## src/rtl/fan_tach_consts.svh

```systemverilog
// Fan tach monitor: register offsets, field positions, resets, timing.
// Included by the design modules and the bench; holds definitions only.
`ifndef FAN_TACH_CONSTS_SVH
`define FAN_TACH_CONSTS_SVH
`define OFS_CTRL 8'h00
`define OFS_STAT 8'h04
`define OFS_HIGH 8'h08
`define OFS_LOW 8'h0c
`define OFS_MASK 8'h10
`define B_LIM_EN 0
`define B_RUN 1
`define B_FILT 8
`define B_MODE 10
`define B_EDGE 11
`define B_RDY_EN 14
`define B_TGL_EN 15
`define S_LIM 0
`define S_PIN 1
`define S_TGL 2
`define S_RDY 3
`define RST_HIGH 16'hffff
`define RST_LOW 16'h0000
`define RST_MASK 4'hf
`define CLK_NS 5
`define REF_NS 10000
`define REF_CYC (`REF_NS / `CLK_NS)
`define FILT_CYC (2 * `REF_CYC)
`define CNT_MAX 16'hffff
`define RESP_OKAY 2'h0
`define RESP_SLVERR 2'h2
`endif

```

## src/rtl/fan_tach_pkg.sv

```systemverilog
// Fan tach monitor: state types shared by the design modules.
// Widths here match the constants header.
package fan_tach_pkg;
   typedef struct packed {
      logic countMode;
      logic filterOn;
      logic runOn;
      logic limitIrqEn;
      logic readyIrqEn;
      logic toggleIrqEn;
      logic [1:0] edgeSel;
      logic [15:0] countField;
      logic [15:0] counter;
      logic [3:0] edgeCnt;
      logic limitFlag;
      logic toggleFlag;
      logic readyFlag;
      logic [15:0] highLimit;
      logic [15:0] lowLimit;
      logic [3:0] irqMask;
      logic [11:0] refDiv;
      logic refTick;
      logic irq;
      logic pinInEn;
   } main_st_t;
   typedef struct packed {
      logic sync1;
      logic sync2;
      logic level;
      logic [12:0] stable;
      logic rise;
      logic fall;
   } cond_st_t;
   typedef struct packed {
      logic awready;
      logic awDone;
      logic [7:0] awAddr;
      logic wready;
      logic wDone;
      logic [31:0] wData;
      logic [3:0] wStrb;
      logic bvalid;
      logic [1:0] bresp;
      logic arready;
      logic rvalid;
      logic [31:0] rdata;
      logic [1:0] rresp;
   } axil_st_t;
endpackage

```

## src/rtl/tach_bus_if.sv

```systemverilog
// Register access path from the bus slave to the monitor core.
// Single clock; write is a one-cycle strobe, read is combinational.
`timescale 1ns/1ps
interface tach_bus_if;
   logic wrEn;
   logic [7:0] wrAddr;
   logic [31:0] wrData;
   logic [3:0] wrStrb;
   logic wrOk;
   logic [7:0] rdAddr;
   logic [31:0] rdData;
   logic rdOk;
   modport bus(output wrEn, wrAddr, wrData, wrStrb, rdAddr,
      input wrOk, rdData, rdOk);
   modport regs(input wrEn, wrAddr, wrData, wrStrb, rdAddr,
      output wrOk, rdData, rdOk);
endinterface

```

## src/rtl/fan_tach_monitor_control.sv

```systemverilog
// Fan tach monitor core: pulse counter, limits, status, interrupt.
// Assumes a 200 MHz clk; the 100 kHz reference is derived inside.
//
// The implementer's own choice: the AXI4-Lite slave port.
`timescale 1ns/1ps
`include "fan_tach_consts.svh"
module fan_tach_monitor_control (
   input wire logic clk,
   input wire logic rst_n,
   input wire logic fanPulseInput,
   output logic fanPinInEn,
   output logic tachIrq,
   input wire logic awvalid,
   output logic awready,
   input wire logic [7:0] awaddr,
   input wire logic wvalid,
   output logic wready,
   input wire logic [31:0] wdata,
   input wire logic [3:0] wstrb,
   output logic bvalid,
   input wire logic bready,
   output logic [1:0] bresp,
   input wire logic arvalid,
   output logic arready,
   input wire logic [7:0] araddr,
   output logic rvalid,
   input wire logic rready,
   output logic [31:0] rdata,
   output logic [1:0] rresp
);
   localparam logic [11:0] REF_LAST = 12'(`REF_CYC - 1);
   localparam logic [15:0] CNT_TOP = `CNT_MAX;

   ////////////////////////////////////////////////////////////////////////
   // Helpers

   function automatic logic [3:0] edgesNeeded(input logic [1:0] sel);
      case (sel)
         2'h0: edgesNeeded = 4'h2;
         2'h1: edgesNeeded = 4'h3;
         2'h2: edgesNeeded = 4'h5;
         default: edgesNeeded = 4'h9;
      endcase
   endfunction

   function automatic logic [31:0] mergeBytes(
      input logic [31:0] oldVal,
      input logic [31:0] newVal,
      input logic [3:0] strb
   );
      logic [31:0] res;
      res = oldVal;
      for (int i = 0; i < 4; i++) begin
         if (strb[i]) begin
            res[8*i +: 8] = newVal[8*i +: 8];
         end
      end
      mergeBytes = res;
   endfunction

   // Returns {hit, data}; reads have no side effects
   function automatic logic [32:0] regValue(
      input fan_tach_pkg::main_st_t st,
      input logic [7:0] a,
      input logic pin
   );
      logic [31:0] d;
      logic hit;
      d = 32'h0;
      hit = 1'b1;
      case (a)
         `OFS_CTRL: begin
            d[31:16] = st.countField;
            d[`B_TGL_EN] = st.toggleIrqEn;
            d[`B_RDY_EN] = st.readyIrqEn;
            d[`B_EDGE +: 2] = st.edgeSel;
            d[`B_MODE] = st.countMode;
            d[`B_FILT] = st.filterOn;
            d[`B_RUN] = st.runOn;
            d[`B_LIM_EN] = st.limitIrqEn;
         end
         `OFS_STAT: begin
            d[`S_RDY] = st.readyFlag;
            d[`S_TGL] = st.toggleFlag;
            d[`S_PIN] = pin;
            d[`S_LIM] = st.limitFlag;
         end
         `OFS_HIGH: begin
            d[15:0] = st.highLimit;
         end
         `OFS_LOW: begin
            d[15:0] = st.lowLimit;
         end
         `OFS_MASK: begin
            d[3:0] = st.irqMask;
         end
         default: begin
            hit = 1'b0;
         end
      endcase
      regValue = {hit, d};
   endfunction

   ////////////////////////////////////////////////////////////////////////
   // Submodules

   tach_bus_if rb();

   logic pinLevel;
   logic pinRise;
   logic pinFall;

   tach_axil_slave axil (
      .clk(clk),
      .rst_n(rst_n),
      .awvalid(awvalid),
      .awready(awready),
      .awaddr(awaddr),
      .wvalid(wvalid),
      .wready(wready),
      .wdata(wdata),
      .wstrb(wstrb),
      .bvalid(bvalid),
      .bready(bready),
      .bresp(bresp),
      .arvalid(arvalid),
      .arready(arready),
      .araddr(araddr),
      .rvalid(rvalid),
      .rready(rready),
      .rdata(rdata),
      .rresp(rresp),
      .rb(rb.bus)
   );

   fan_tach_pkg::main_st_t s;
   fan_tach_pkg::main_st_t next_s;

   tach_input_cond cond (
      .clk(clk),
      .rst_n(rst_n),
      .pinRaw(fanPulseInput),
      .run(s.runOn),
      .filterOn(s.filterOn),
      .level(pinLevel),
      .rise(pinRise),
      .fall(pinFall)
   );

   ////////////////////////////////////////////////////////////////////////
   // Core logic

   logic latchNow;
   logic [15:0] latchVal;
   logic edgeAny;
   logic intervalDone;
   logic [31:0] wrMerged;
   logic [3:0] clrBits;
   logic [32:0] wrLook;
   logic [32:0] rdLook;

   always_comb begin
      next_s = s;
      latchNow = 1'b0;
      latchVal = s.counter;
      edgeAny = pinRise || pinFall;
      intervalDone = edgeAny && (s.edgeCnt + 4'h1 >= edgesNeeded(s.edgeSel));
      wrLook = regValue(s, rb.wrAddr, pinLevel);
      rdLook = regValue(s, rb.rdAddr, pinLevel);
      wrMerged = mergeBytes(wrLook[31:0], rb.wrData, rb.wrStrb);
      clrBits = rb.wrData[3:0] & {4{rb.wrStrb[0]}};
      rb.wrOk = wrLook[32];
      rb.rdOk = rdLook[32];
      rb.rdData = rdLook[31:0];

      // Software writes first, so hardware sets below win over clears
      if (rb.wrEn) begin
         case (rb.wrAddr)
            `OFS_CTRL: begin
               next_s.toggleIrqEn = wrMerged[`B_TGL_EN];
               next_s.readyIrqEn = wrMerged[`B_RDY_EN];
               next_s.edgeSel = wrMerged[`B_EDGE +: 2];
               next_s.countMode = wrMerged[`B_MODE];
               next_s.filterOn = wrMerged[`B_FILT];
               next_s.runOn = wrMerged[`B_RUN];
               next_s.limitIrqEn = wrMerged[`B_LIM_EN];
            end
            `OFS_STAT: begin
               if (clrBits[`S_LIM]) begin
                  next_s.limitFlag = 1'b0;
               end
               if (clrBits[`S_TGL]) begin
                  next_s.toggleFlag = 1'b0;
               end
               if (clrBits[`S_RDY]) begin
                  next_s.readyFlag = 1'b0;
               end
            end
            `OFS_HIGH: begin
               next_s.highLimit = wrMerged[15:0];
            end
            `OFS_LOW: begin
               next_s.lowLimit = wrMerged[15:0];
            end
            `OFS_MASK: begin
               next_s.irqMask = wrMerged[3:0];
            end
            default: begin
            end
         endcase
      end

      // Idle freezes the counters in place; only refTick is cleared
      next_s.refTick = 1'b0;
      if (s.runOn) begin
         if (s.refDiv == REF_LAST) begin
            next_s.refDiv = 12'h0;
            next_s.refTick = 1'b1;
         end else begin
            next_s.refDiv = s.refDiv + 12'h1;
         end
         if (edgeAny) begin
            next_s.toggleFlag = 1'b1;
         end
         if (s.countMode) begin
            if (intervalDone) begin
               // Closing edge also opens the next interval
               latchNow = 1'b1;
               latchVal = s.counter;
               next_s.counter = 16'h0;
               next_s.edgeCnt = 4'h1;
            end else begin
               if (edgeAny) begin
                  next_s.edgeCnt = s.edgeCnt + 4'h1;
               end
               if (s.refTick) begin
                  if (s.counter + 16'h1 == CNT_TOP) begin
                     latchNow = 1'b1;
                     latchVal = CNT_TOP;
                     next_s.counter = 16'h0;
                     next_s.edgeCnt = 4'h0;
                  end else begin
                     next_s.counter = s.counter + 16'h1;
                  end
               end
            end
            if (latchNow) begin
               next_s.readyFlag = 1'b1;
            end
         end else if (pinRise) begin
            // Free running; firmware works with deltas of readings
            latchNow = 1'b1;
            latchVal = s.counter + 16'h1;
            next_s.counter = latchVal;
         end
         if (latchNow) begin
            next_s.countField = latchVal;
            if (latchVal > s.highLimit || latchVal < s.lowLimit) begin
               next_s.limitFlag = 1'b1;
            end
         end
      end

      next_s.irq = |({next_s.readyFlag && next_s.readyIrqEn,
         next_s.toggleFlag && next_s.toggleIrqEn,
         1'b0,
         next_s.limitFlag && next_s.limitIrqEn} & next_s.irqMask);
      next_s.pinInEn = next_s.runOn;
   end

   always_ff @(posedge clk) begin
      if (!rst_n) begin
         s <= '{highLimit: `RST_HIGH, lowLimit: `RST_LOW,
            irqMask: `RST_MASK, default: '0};
      end else begin
         s <= next_s;
      end
   end

   assign fanPinInEn = s.pinInEn;
   assign tachIrq = s.irq;

   ////////////////////////////////////////////////////////////////////////
   // Checks

   AST_REF_ADVANCE: assert property (@(posedge clk) disable iff (!rst_n)
      s.runOn && s.countMode && s.refTick && !edgeAny
      && s.counter < 16'hfffe
      |=> s.counter == $past(s.counter) + 16'h1)
      else $error("reference tick did not advance counter");

   AST_INTERVAL_LATCH: assert property (@(posedge clk) disable iff (!rst_n)
      s.runOn && s.countMode && intervalDone
      |=> s.counter == 16'h0 && s.countField == $past(s.counter)
      && s.readyFlag)
      else $error("interval end did not latch and zero counter");

   AST_EDGE_COUNT: assert property (@(posedge clk) disable iff (!rst_n)
      s.runOn && !s.countMode && pinRise
      |=> s.counter == $past(s.counter) + 16'h1
      && s.countField == s.counter)
      else $error("fan rise did not advance counter");

   AST_EDGE_WRAP: assert property (@(posedge clk) disable iff (!rst_n)
      s.runOn && !s.countMode && pinRise && s.counter == CNT_TOP
      |=> s.counter == 16'h0)
      else $error("counter did not wrap to zero");

   AST_IDLE_FREEZE: assert property (@(posedge clk) disable iff (!rst_n)
      !s.runOn |=> $stable(s.counter) && $stable(s.countField)
      && $stable(s.edgeCnt) && $stable(s.refDiv))
      else $error("idle block changed counters");

   AST_PIN_HIGHZ: assert property (@(posedge clk) disable iff (!rst_n)
      !s.runOn ##1 !s.runOn |-> !fanPinInEn)
      else $error("fan pin driven while idle");

   AST_FLAG_PENDING: assert property (@(posedge clk) disable iff (!rst_n)
      !s.runOn && s.limitFlag && !rb.wrEn |=> s.limitFlag)
      else $error("pending flag lost while idle");

   AST_OVERFLOW: assert property (@(posedge clk) disable iff (!rst_n)
      s.runOn && s.countMode && s.refTick && !intervalDone
      && s.counter == 16'hfffe
      |=> s.countField == CNT_TOP && s.counter == 16'h0)
      else $error("all ones not latched");

   AST_LIMIT_SET: assert property (@(posedge clk) disable iff (!rst_n)
      latchNow && latchVal > s.highLimit
      |=> s.limitFlag
      ##1 (tachIrq || !(s.limitFlag && s.limitIrqEn
      && s.irqMask[0])))
      else $error("limit violation not flagged");

   AST_IRQ_BLOCKED: assert property (@(posedge clk) disable iff (!rst_n)
      !s.limitIrqEn && !s.toggleFlag && !s.readyFlag
      && !next_s.toggleFlag && !next_s.readyFlag
      && !next_s.limitIrqEn |=> !tachIrq)
      else $error("limit flag raised interrupt while disabled");
endmodule

```

## src/rtl/tach_input_cond.sv

```systemverilog
// Fan pulse input conditioning: synchroniser, glitch filter, edges.
// Pin is asynchronous to clk; run freezes the filter while idle.
`timescale 1ns/1ps
`include "fan_tach_consts.svh"
module tach_input_cond (
   input wire logic clk,
   input wire logic rst_n,
   input wire logic pinRaw,
   input wire logic run,
   input wire logic filterOn,
   output logic level,
   output logic rise,
   output logic fall
);
   localparam logic [12:0] FILT_LAST = 13'(`FILT_CYC - 1);
   fan_tach_pkg::cond_st_t s;
   fan_tach_pkg::cond_st_t next_s;

   always_comb begin
      next_s = s;
      next_s.sync1 = pinRaw;
      next_s.sync2 = s.sync1;
      next_s.rise = 1'b0;
      next_s.fall = 1'b0;
      if (run) begin
         if (s.sync2 == s.level) begin
            next_s.stable = 13'h0;
         end else if (!filterOn || s.stable == FILT_LAST) begin
            // With the filter on, narrow pulses never reach the edge logic
            next_s.level = s.sync2;
            next_s.stable = 13'h0;
            next_s.rise = s.sync2;
            next_s.fall = !s.sync2;
         end else begin
            next_s.stable = s.stable + 13'h1;
         end
      end
   end

   always_ff @(posedge clk) begin
      if (!rst_n) begin
         s <= '0;
      end else begin
         s <= next_s;
      end
   end

   assign level = s.level;
   assign rise = s.rise;
   assign fall = s.fall;

   AST_FILTER_HOLD: assert property (@(posedge clk) disable iff (!rst_n)
      run && filterOn && s.sync2 != s.level && s.stable < FILT_LAST
      |=> !rise && !fall)
      else $error("filter passed a short pulse");
   AST_SYNC_PATH: assert property (@(posedge clk) disable iff (!rst_n)
      rise |-> $past(s.sync2, 1) && $past(run, 1))
      else $error("edge not from second sync stage");
endmodule

```

## src/rtl/tach_axil_slave.sv

```systemverilog
// AXI4-Lite slave front end for the fan tach monitor registers.
// AW and W taken in either order; one write and one read in flight.
`timescale 1ns/1ps
`include "fan_tach_consts.svh"
module tach_axil_slave (
   input wire logic clk,
   input wire logic rst_n,
   input wire logic awvalid,
   output logic awready,
   input wire logic [7:0] awaddr,
   input wire logic wvalid,
   output logic wready,
   input wire logic [31:0] wdata,
   input wire logic [3:0] wstrb,
   output logic bvalid,
   input wire logic bready,
   output logic [1:0] bresp,
   input wire logic arvalid,
   output logic arready,
   input wire logic [7:0] araddr,
   output logic rvalid,
   input wire logic rready,
   output logic [31:0] rdata,
   output logic [1:0] rresp,
   tach_bus_if.bus rb
);
   fan_tach_pkg::axil_st_t s;
   fan_tach_pkg::axil_st_t next_s;

   always_comb begin
      next_s = s;
      rb.wrEn = 1'b0;
      rb.wrAddr = {s.awAddr[7:2], 2'h0};
      rb.wrData = s.wData;
      rb.wrStrb = s.wStrb;
      rb.rdAddr = {araddr[7:2], 2'h0};
      if (awvalid && s.awready) begin
         next_s.awDone = 1'b1;
         next_s.awAddr = awaddr;
         next_s.awready = 1'b0;
      end
      if (wvalid && s.wready) begin
         next_s.wDone = 1'b1;
         next_s.wData = wdata;
         next_s.wStrb = wstrb;
         next_s.wready = 1'b0;
      end
      if (s.awDone && s.wDone && !s.bvalid) begin
         rb.wrEn = 1'b1;
         next_s.bvalid = 1'b1;
         next_s.bresp = rb.wrOk ? `RESP_OKAY : `RESP_SLVERR;
         next_s.awDone = 1'b0;
         next_s.wDone = 1'b0;
      end
      if (s.bvalid && bready) begin
         next_s.bvalid = 1'b0;
         next_s.awready = 1'b1;
         next_s.wready = 1'b1;
      end
      if (arvalid && s.arready) begin
         next_s.rvalid = 1'b1;
         next_s.rdata = rb.rdData;
         next_s.rresp = rb.rdOk ? `RESP_OKAY : `RESP_SLVERR;
         next_s.arready = 1'b0;
      end
      if (s.rvalid && rready) begin
         next_s.rvalid = 1'b0;
         next_s.arready = 1'b1;
      end
   end

   always_ff @(posedge clk) begin
      if (!rst_n) begin
         s <= '{awready: 1'b1, wready: 1'b1, arready: 1'b1, default: '0};
      end else begin
         s <= next_s;
      end
   end

   assign awready = s.awready;
   assign wready = s.wready;
   assign bvalid = s.bvalid;
   assign bresp = s.bresp;
   assign arready = s.arready;
   assign rvalid = s.rvalid;
   assign rdata = s.rdata;
   assign rresp = s.rresp;
endmodule

```

## config.mk

```make
export PLATFORM = sky130hd
export DESIGN_NAME = fan_tach_monitor_control
export DESIGN_NICKNAME = d
export VERILOG_FILES = /design/src/rtl/fan_tach_pkg.sv /design/src/rtl/tach_bus_if.sv /design/src/rtl/fan_tach_monitor_control.sv /design/src/rtl/tach_input_cond.sv /design/src/rtl/tach_axil_slave.sv
export VERILOG_INCLUDE_DIRS = /design/src /design/src/rtl
export SDC_FILE = /design/constraint.sdc
export NUM_CORES = 1
export LEC_CHECK = 0
export CORE_MARGIN = 1
export CORE_UTILIZATION = 40
export CTS_CLUSTER_DIAMETER = 40
export CTS_CLUSTER_SIZE = 40
export DETAILED_ROUTE_END_ITERATION = 8
export DONT_BUFFER_PORTS = 1
export GPL_TIMING_DRIVEN = 0
export SETUP_SLACK_MARGIN = 0.1
export SLEW_MARGIN = 0
export SYNTH_ARGS = -nofsm -noshare
export SYNTH_HDL_FRONTEND = slang
export SYNTH_SLANG_ARGS = --single-unit
```

## constraint.sdc

```tcl
create_clock -name clk -period 7.3 [get_ports clk]
set_input_delay 0.365 -clock clk [delete_from_list [all_inputs] [get_ports clk]]
set_output_delay 0.365 -clock clk [all_outputs]
set_load 0.01 [all_outputs]
```

==> results.yml <==
floorplanning:
  io_pins: 103
  die_w_um: 157
  initial_utilization_pct: 40.9
  placementRows: 56
  core-area_mm2: 0.0235
  die_area_mm2: 0.0247
  chipHeight_um: 157
timing:
  min_period_ns: 4.80
  layout_worst_path_cycle_share_pct: 65.7
  rsz0062_at_grt: "no"
  final_max_slew_viol_count: 0
  hold_viol: 0
  slew_headroom_pct: 32.4
  finalSetupTns_ns: 0
  setup_viol: 0
  fmax_mhz: 208
  skew_ns: 0.0103
  worst_pin_slew_ns: 1.01
placed_design:
  dpl_cell_area_mm2: 0.0100
  port_buffers: 0
  place_hpwl_um: 21700
  dp.cells: 1542
  gp_congestion: 0.903
synth:
  ys.flop_type: "dfxtp_1"
  synth_mux_area_share_pct: 3.94
  synth_edf_count: 0
  synth_xor_area_share_pct: 2.82
  netlist_area_mm2: 0.00962
  yosysSeqAreaShare_pct: 37.4
  synth.area.top_cells: "dfxtp_1 37%, a21oi_1 6.0%, nor2_1 5.9%"
  synthArstFlopShare_pct: 0
  postSynthAreaPerCell_um2: 7.87
  ys_types: 74
  yosys.area.top_type: "dfxtp_1"
  synthSimpleGateAreaFrac_pct: 22.4
  synth_compound_area_share_pct: 20.2
  synth_top_area_share_pct: 37.4
  synth-warning-count: 0
  synthAdderAreaFrac_pct: 5.20
  syn_inst: 1222
  synth-seq-cells: 180
  synth_top_family_by_area: "simple AND/OR/NAND/NOR gates"
hold_path:
  hold_end: "axil.wready"
  hp-class: "in -> reg"
  hold_depth: 1
  hold_start: "wvalid"
worst_setup_path:
  worst_setup_path_start_kind: "register"
  cp_num_buf_inv: 2
  crit_path_end_kind: "register"
  cp_max_fo: 10
  critPathArrivalTime_ns: 5.09
  regToRegSetupSlack_ns: 2.50
  r2r-start: "s[59]"
  path_class: "reg -> reg"
  critPathMaxStageDelay_ns: 0.68
  reg2reg_depth: 16
  required_ns: 7.59
  crit_chain: "ha_1, clkbuf_1, inv_1, nor3_1, o22ai_1, a2111oi_4, and3_1, o31a_1, ha_1, a21oi_1, a21oi_1, o221a_2, o31ai_1, o211a_1, o41a_1, o211ai_2"
  r2r-end: "tachIrq"
  slowest_stage: "a2111oi_4"
  critical-path-top-delay-family: "compound AO/OA/AOI/OAI gates"
cts:
  root_buffer: "clkbuf_16"
  holdBufCountCts: 0
  cts.path.max_buffers: 2
  cts_tree: "done"
  cts_resized: 0
  cts_sinks: 180
  path_clk_slew_ns: 0.07
  cts_max_level: 4
  clk_latency_ns: 0.44
  cts_buffers: 17
  cts_setup_buffers: 0
run_status:
  status: "completed"
run:
  drv_cap: 0
drt:
  postRouteAntennaNets: 0
  wl_per_cell_um: 18.4
  via_count: 8879
  vias_per_cell: 5.64
  drc: 0
  drt-total-wl_um: 28900
  drt_iter0_markers: 847
  first_pass_iters: 6
grt:
  overflow: 0
  grt_pass1_wl_um: 45100
  grt_use_total_pct: 24.0
  grt_pass1_vias: 8013
  grt_start_max_net_pins: 17
  antenna_found_initial: 0
final_layout:
  layout_commonest_cell: "dfxtp_1"
  post-route-cell-area_mm2: 0.0107
  diodes: 0
  post-route-util_pct: 45.2
  final_cell_count_no_fill: 1573
  drive_gt1_share_pct: 7.42
  nets: 1342
  syn2layout_area_growth_pct: 10.7
  final_cell_mix: "180 x dfxtp_1, 150 x nor2_1, 132 x nand2_1"
pwr:
  power_density_mw_per_mm2: 201
  leakagePower_uw: 0.00417
  vdd_drop_max_v: 0.000137
-- logic make-up (layout without fill, tap and decap cells) --
| group | after synthesis | in the layout |
|---|---|---|
| muxes | 35 | 35 |
| and+or+nand+nor | 466 | 466 |
| AOI/OAI and AO/OA | 304 | 304 |
| DFF | 180 | 180 |
| adders and majority gates | 40 | 40 |
| buffers and inverters | 165 | 196 |
| other | 1 | 2 |
| xor gates and xnor gates | 31 | 31 |
-- layout make-up --
class | count | area [um^2]
fillers | 2387 | 12900
clock buffers | 19 | 453
flip-flops and latches | 180 | 3600
well taps | 319 | 399
plain buffers | 114 | 578
inverters | 51 | 191
multi-input cells | 878 | 5260
clock inverters | 12 | 168
-- metal layers --
layer	share of wire, %	track usage, %	vias up	wire (um)
li1	-	-	4316	-
met1	48	34.5	4184	13800
met2	43	37.2	346	12500
met3	6.9	3.33	33	2000
met4	1.7	6.47	0	489
met5	0	0	-	0
-- worst reg2reg max path, delay by kind of cell, from the launching register on --
family                   cells  cell delay (ns)
AO/OA/AOI/OAI               10             2.44
adder cells (fa/ha/maj)      2             0.54
buffers and inverters        2             0.57
flip-flops                   1             0.52
AND/OR/NAND/NOR              2             0.58
-- flip-flops by register name (all words and copies together) (netlist names), 2 cells and up --
name and count:
axil.rb.wrStrb 2, axil.rdata 32, cond.s 14, s 95
axil.rb.wrData 16, axil.s 2, axil.rb.wrAddr 6
-- metrics by stage --
stage | setup WS [ns] | power, uW | hold slack (ns)
2_1_floorplan | 3.56 | 1130 | 0.412
3_3_place_gp | 2.51 | 1170 | 0.414
3_5_place_dp | 2.55 | 1170 | 0.421
4_1_cts | 2.53 | 2150 | 0.0136
5_1_grt | 2.25 | 2210 | 0.0121
6_report | 2.50 | 2140 | 0.0229
-- cells in the mapped netlist (3+ instances only) --
cell type	instances
nand2b_1	8
dfxtp_1	180
xnor2_1	13
a21boi_0	4
a22oi_1	25
and2_1	7
nor2b_1	4
a211o_1	4
nand3b_1	4
nor2_1	150
o21ai_0	49
inv_1	50
a21o_1	9
o2bb2ai_1	5
buf_1	9
a21oi_1	116
o31a_1	3
or3_1	3
ha_1	40
nor4_1	5
o31ai_1	11
and3_1	18
clkbuf_1	63
mux2_2	3
o22ai_1	4
a31oi_1	6
xor2_1	18
a221oi_1	3
o21a_1	6
or2_2	3
nor3b_1	9
a211oi_1	17
buf_2	3
nand4_1	14
o211ai_1	18
nand3_1	44
and4_1	6
nor3_1	49
mux2i_1	30
buf_4	39
nand2_1	132
-- where the power goes --
part           total, uW  leakage, uW  internal, uW  switching, uW
clock network        985     0.000300           564            421
registers           1010      0.00146           997           14.4
logic                142      0.00241          43.7           98.1
-- how the worst max path moves through the flow --
| stage | to | cells after the start | from |
|---|---|---|---|
| after floorplan | tachIrq | 16 | s[59] |
| after global placement | tachIrq | 16 | s[59] |
| after detailed placement | tachIrq | 16 | s[59] |
| after CTS | tachIrq | 16 | s[59] |
| after global routing | tachIrq | 16 | s[59] |
| final | tachIrq | 16 | s[59] |
Note: power is estimated with default switching activity, not from simulation.
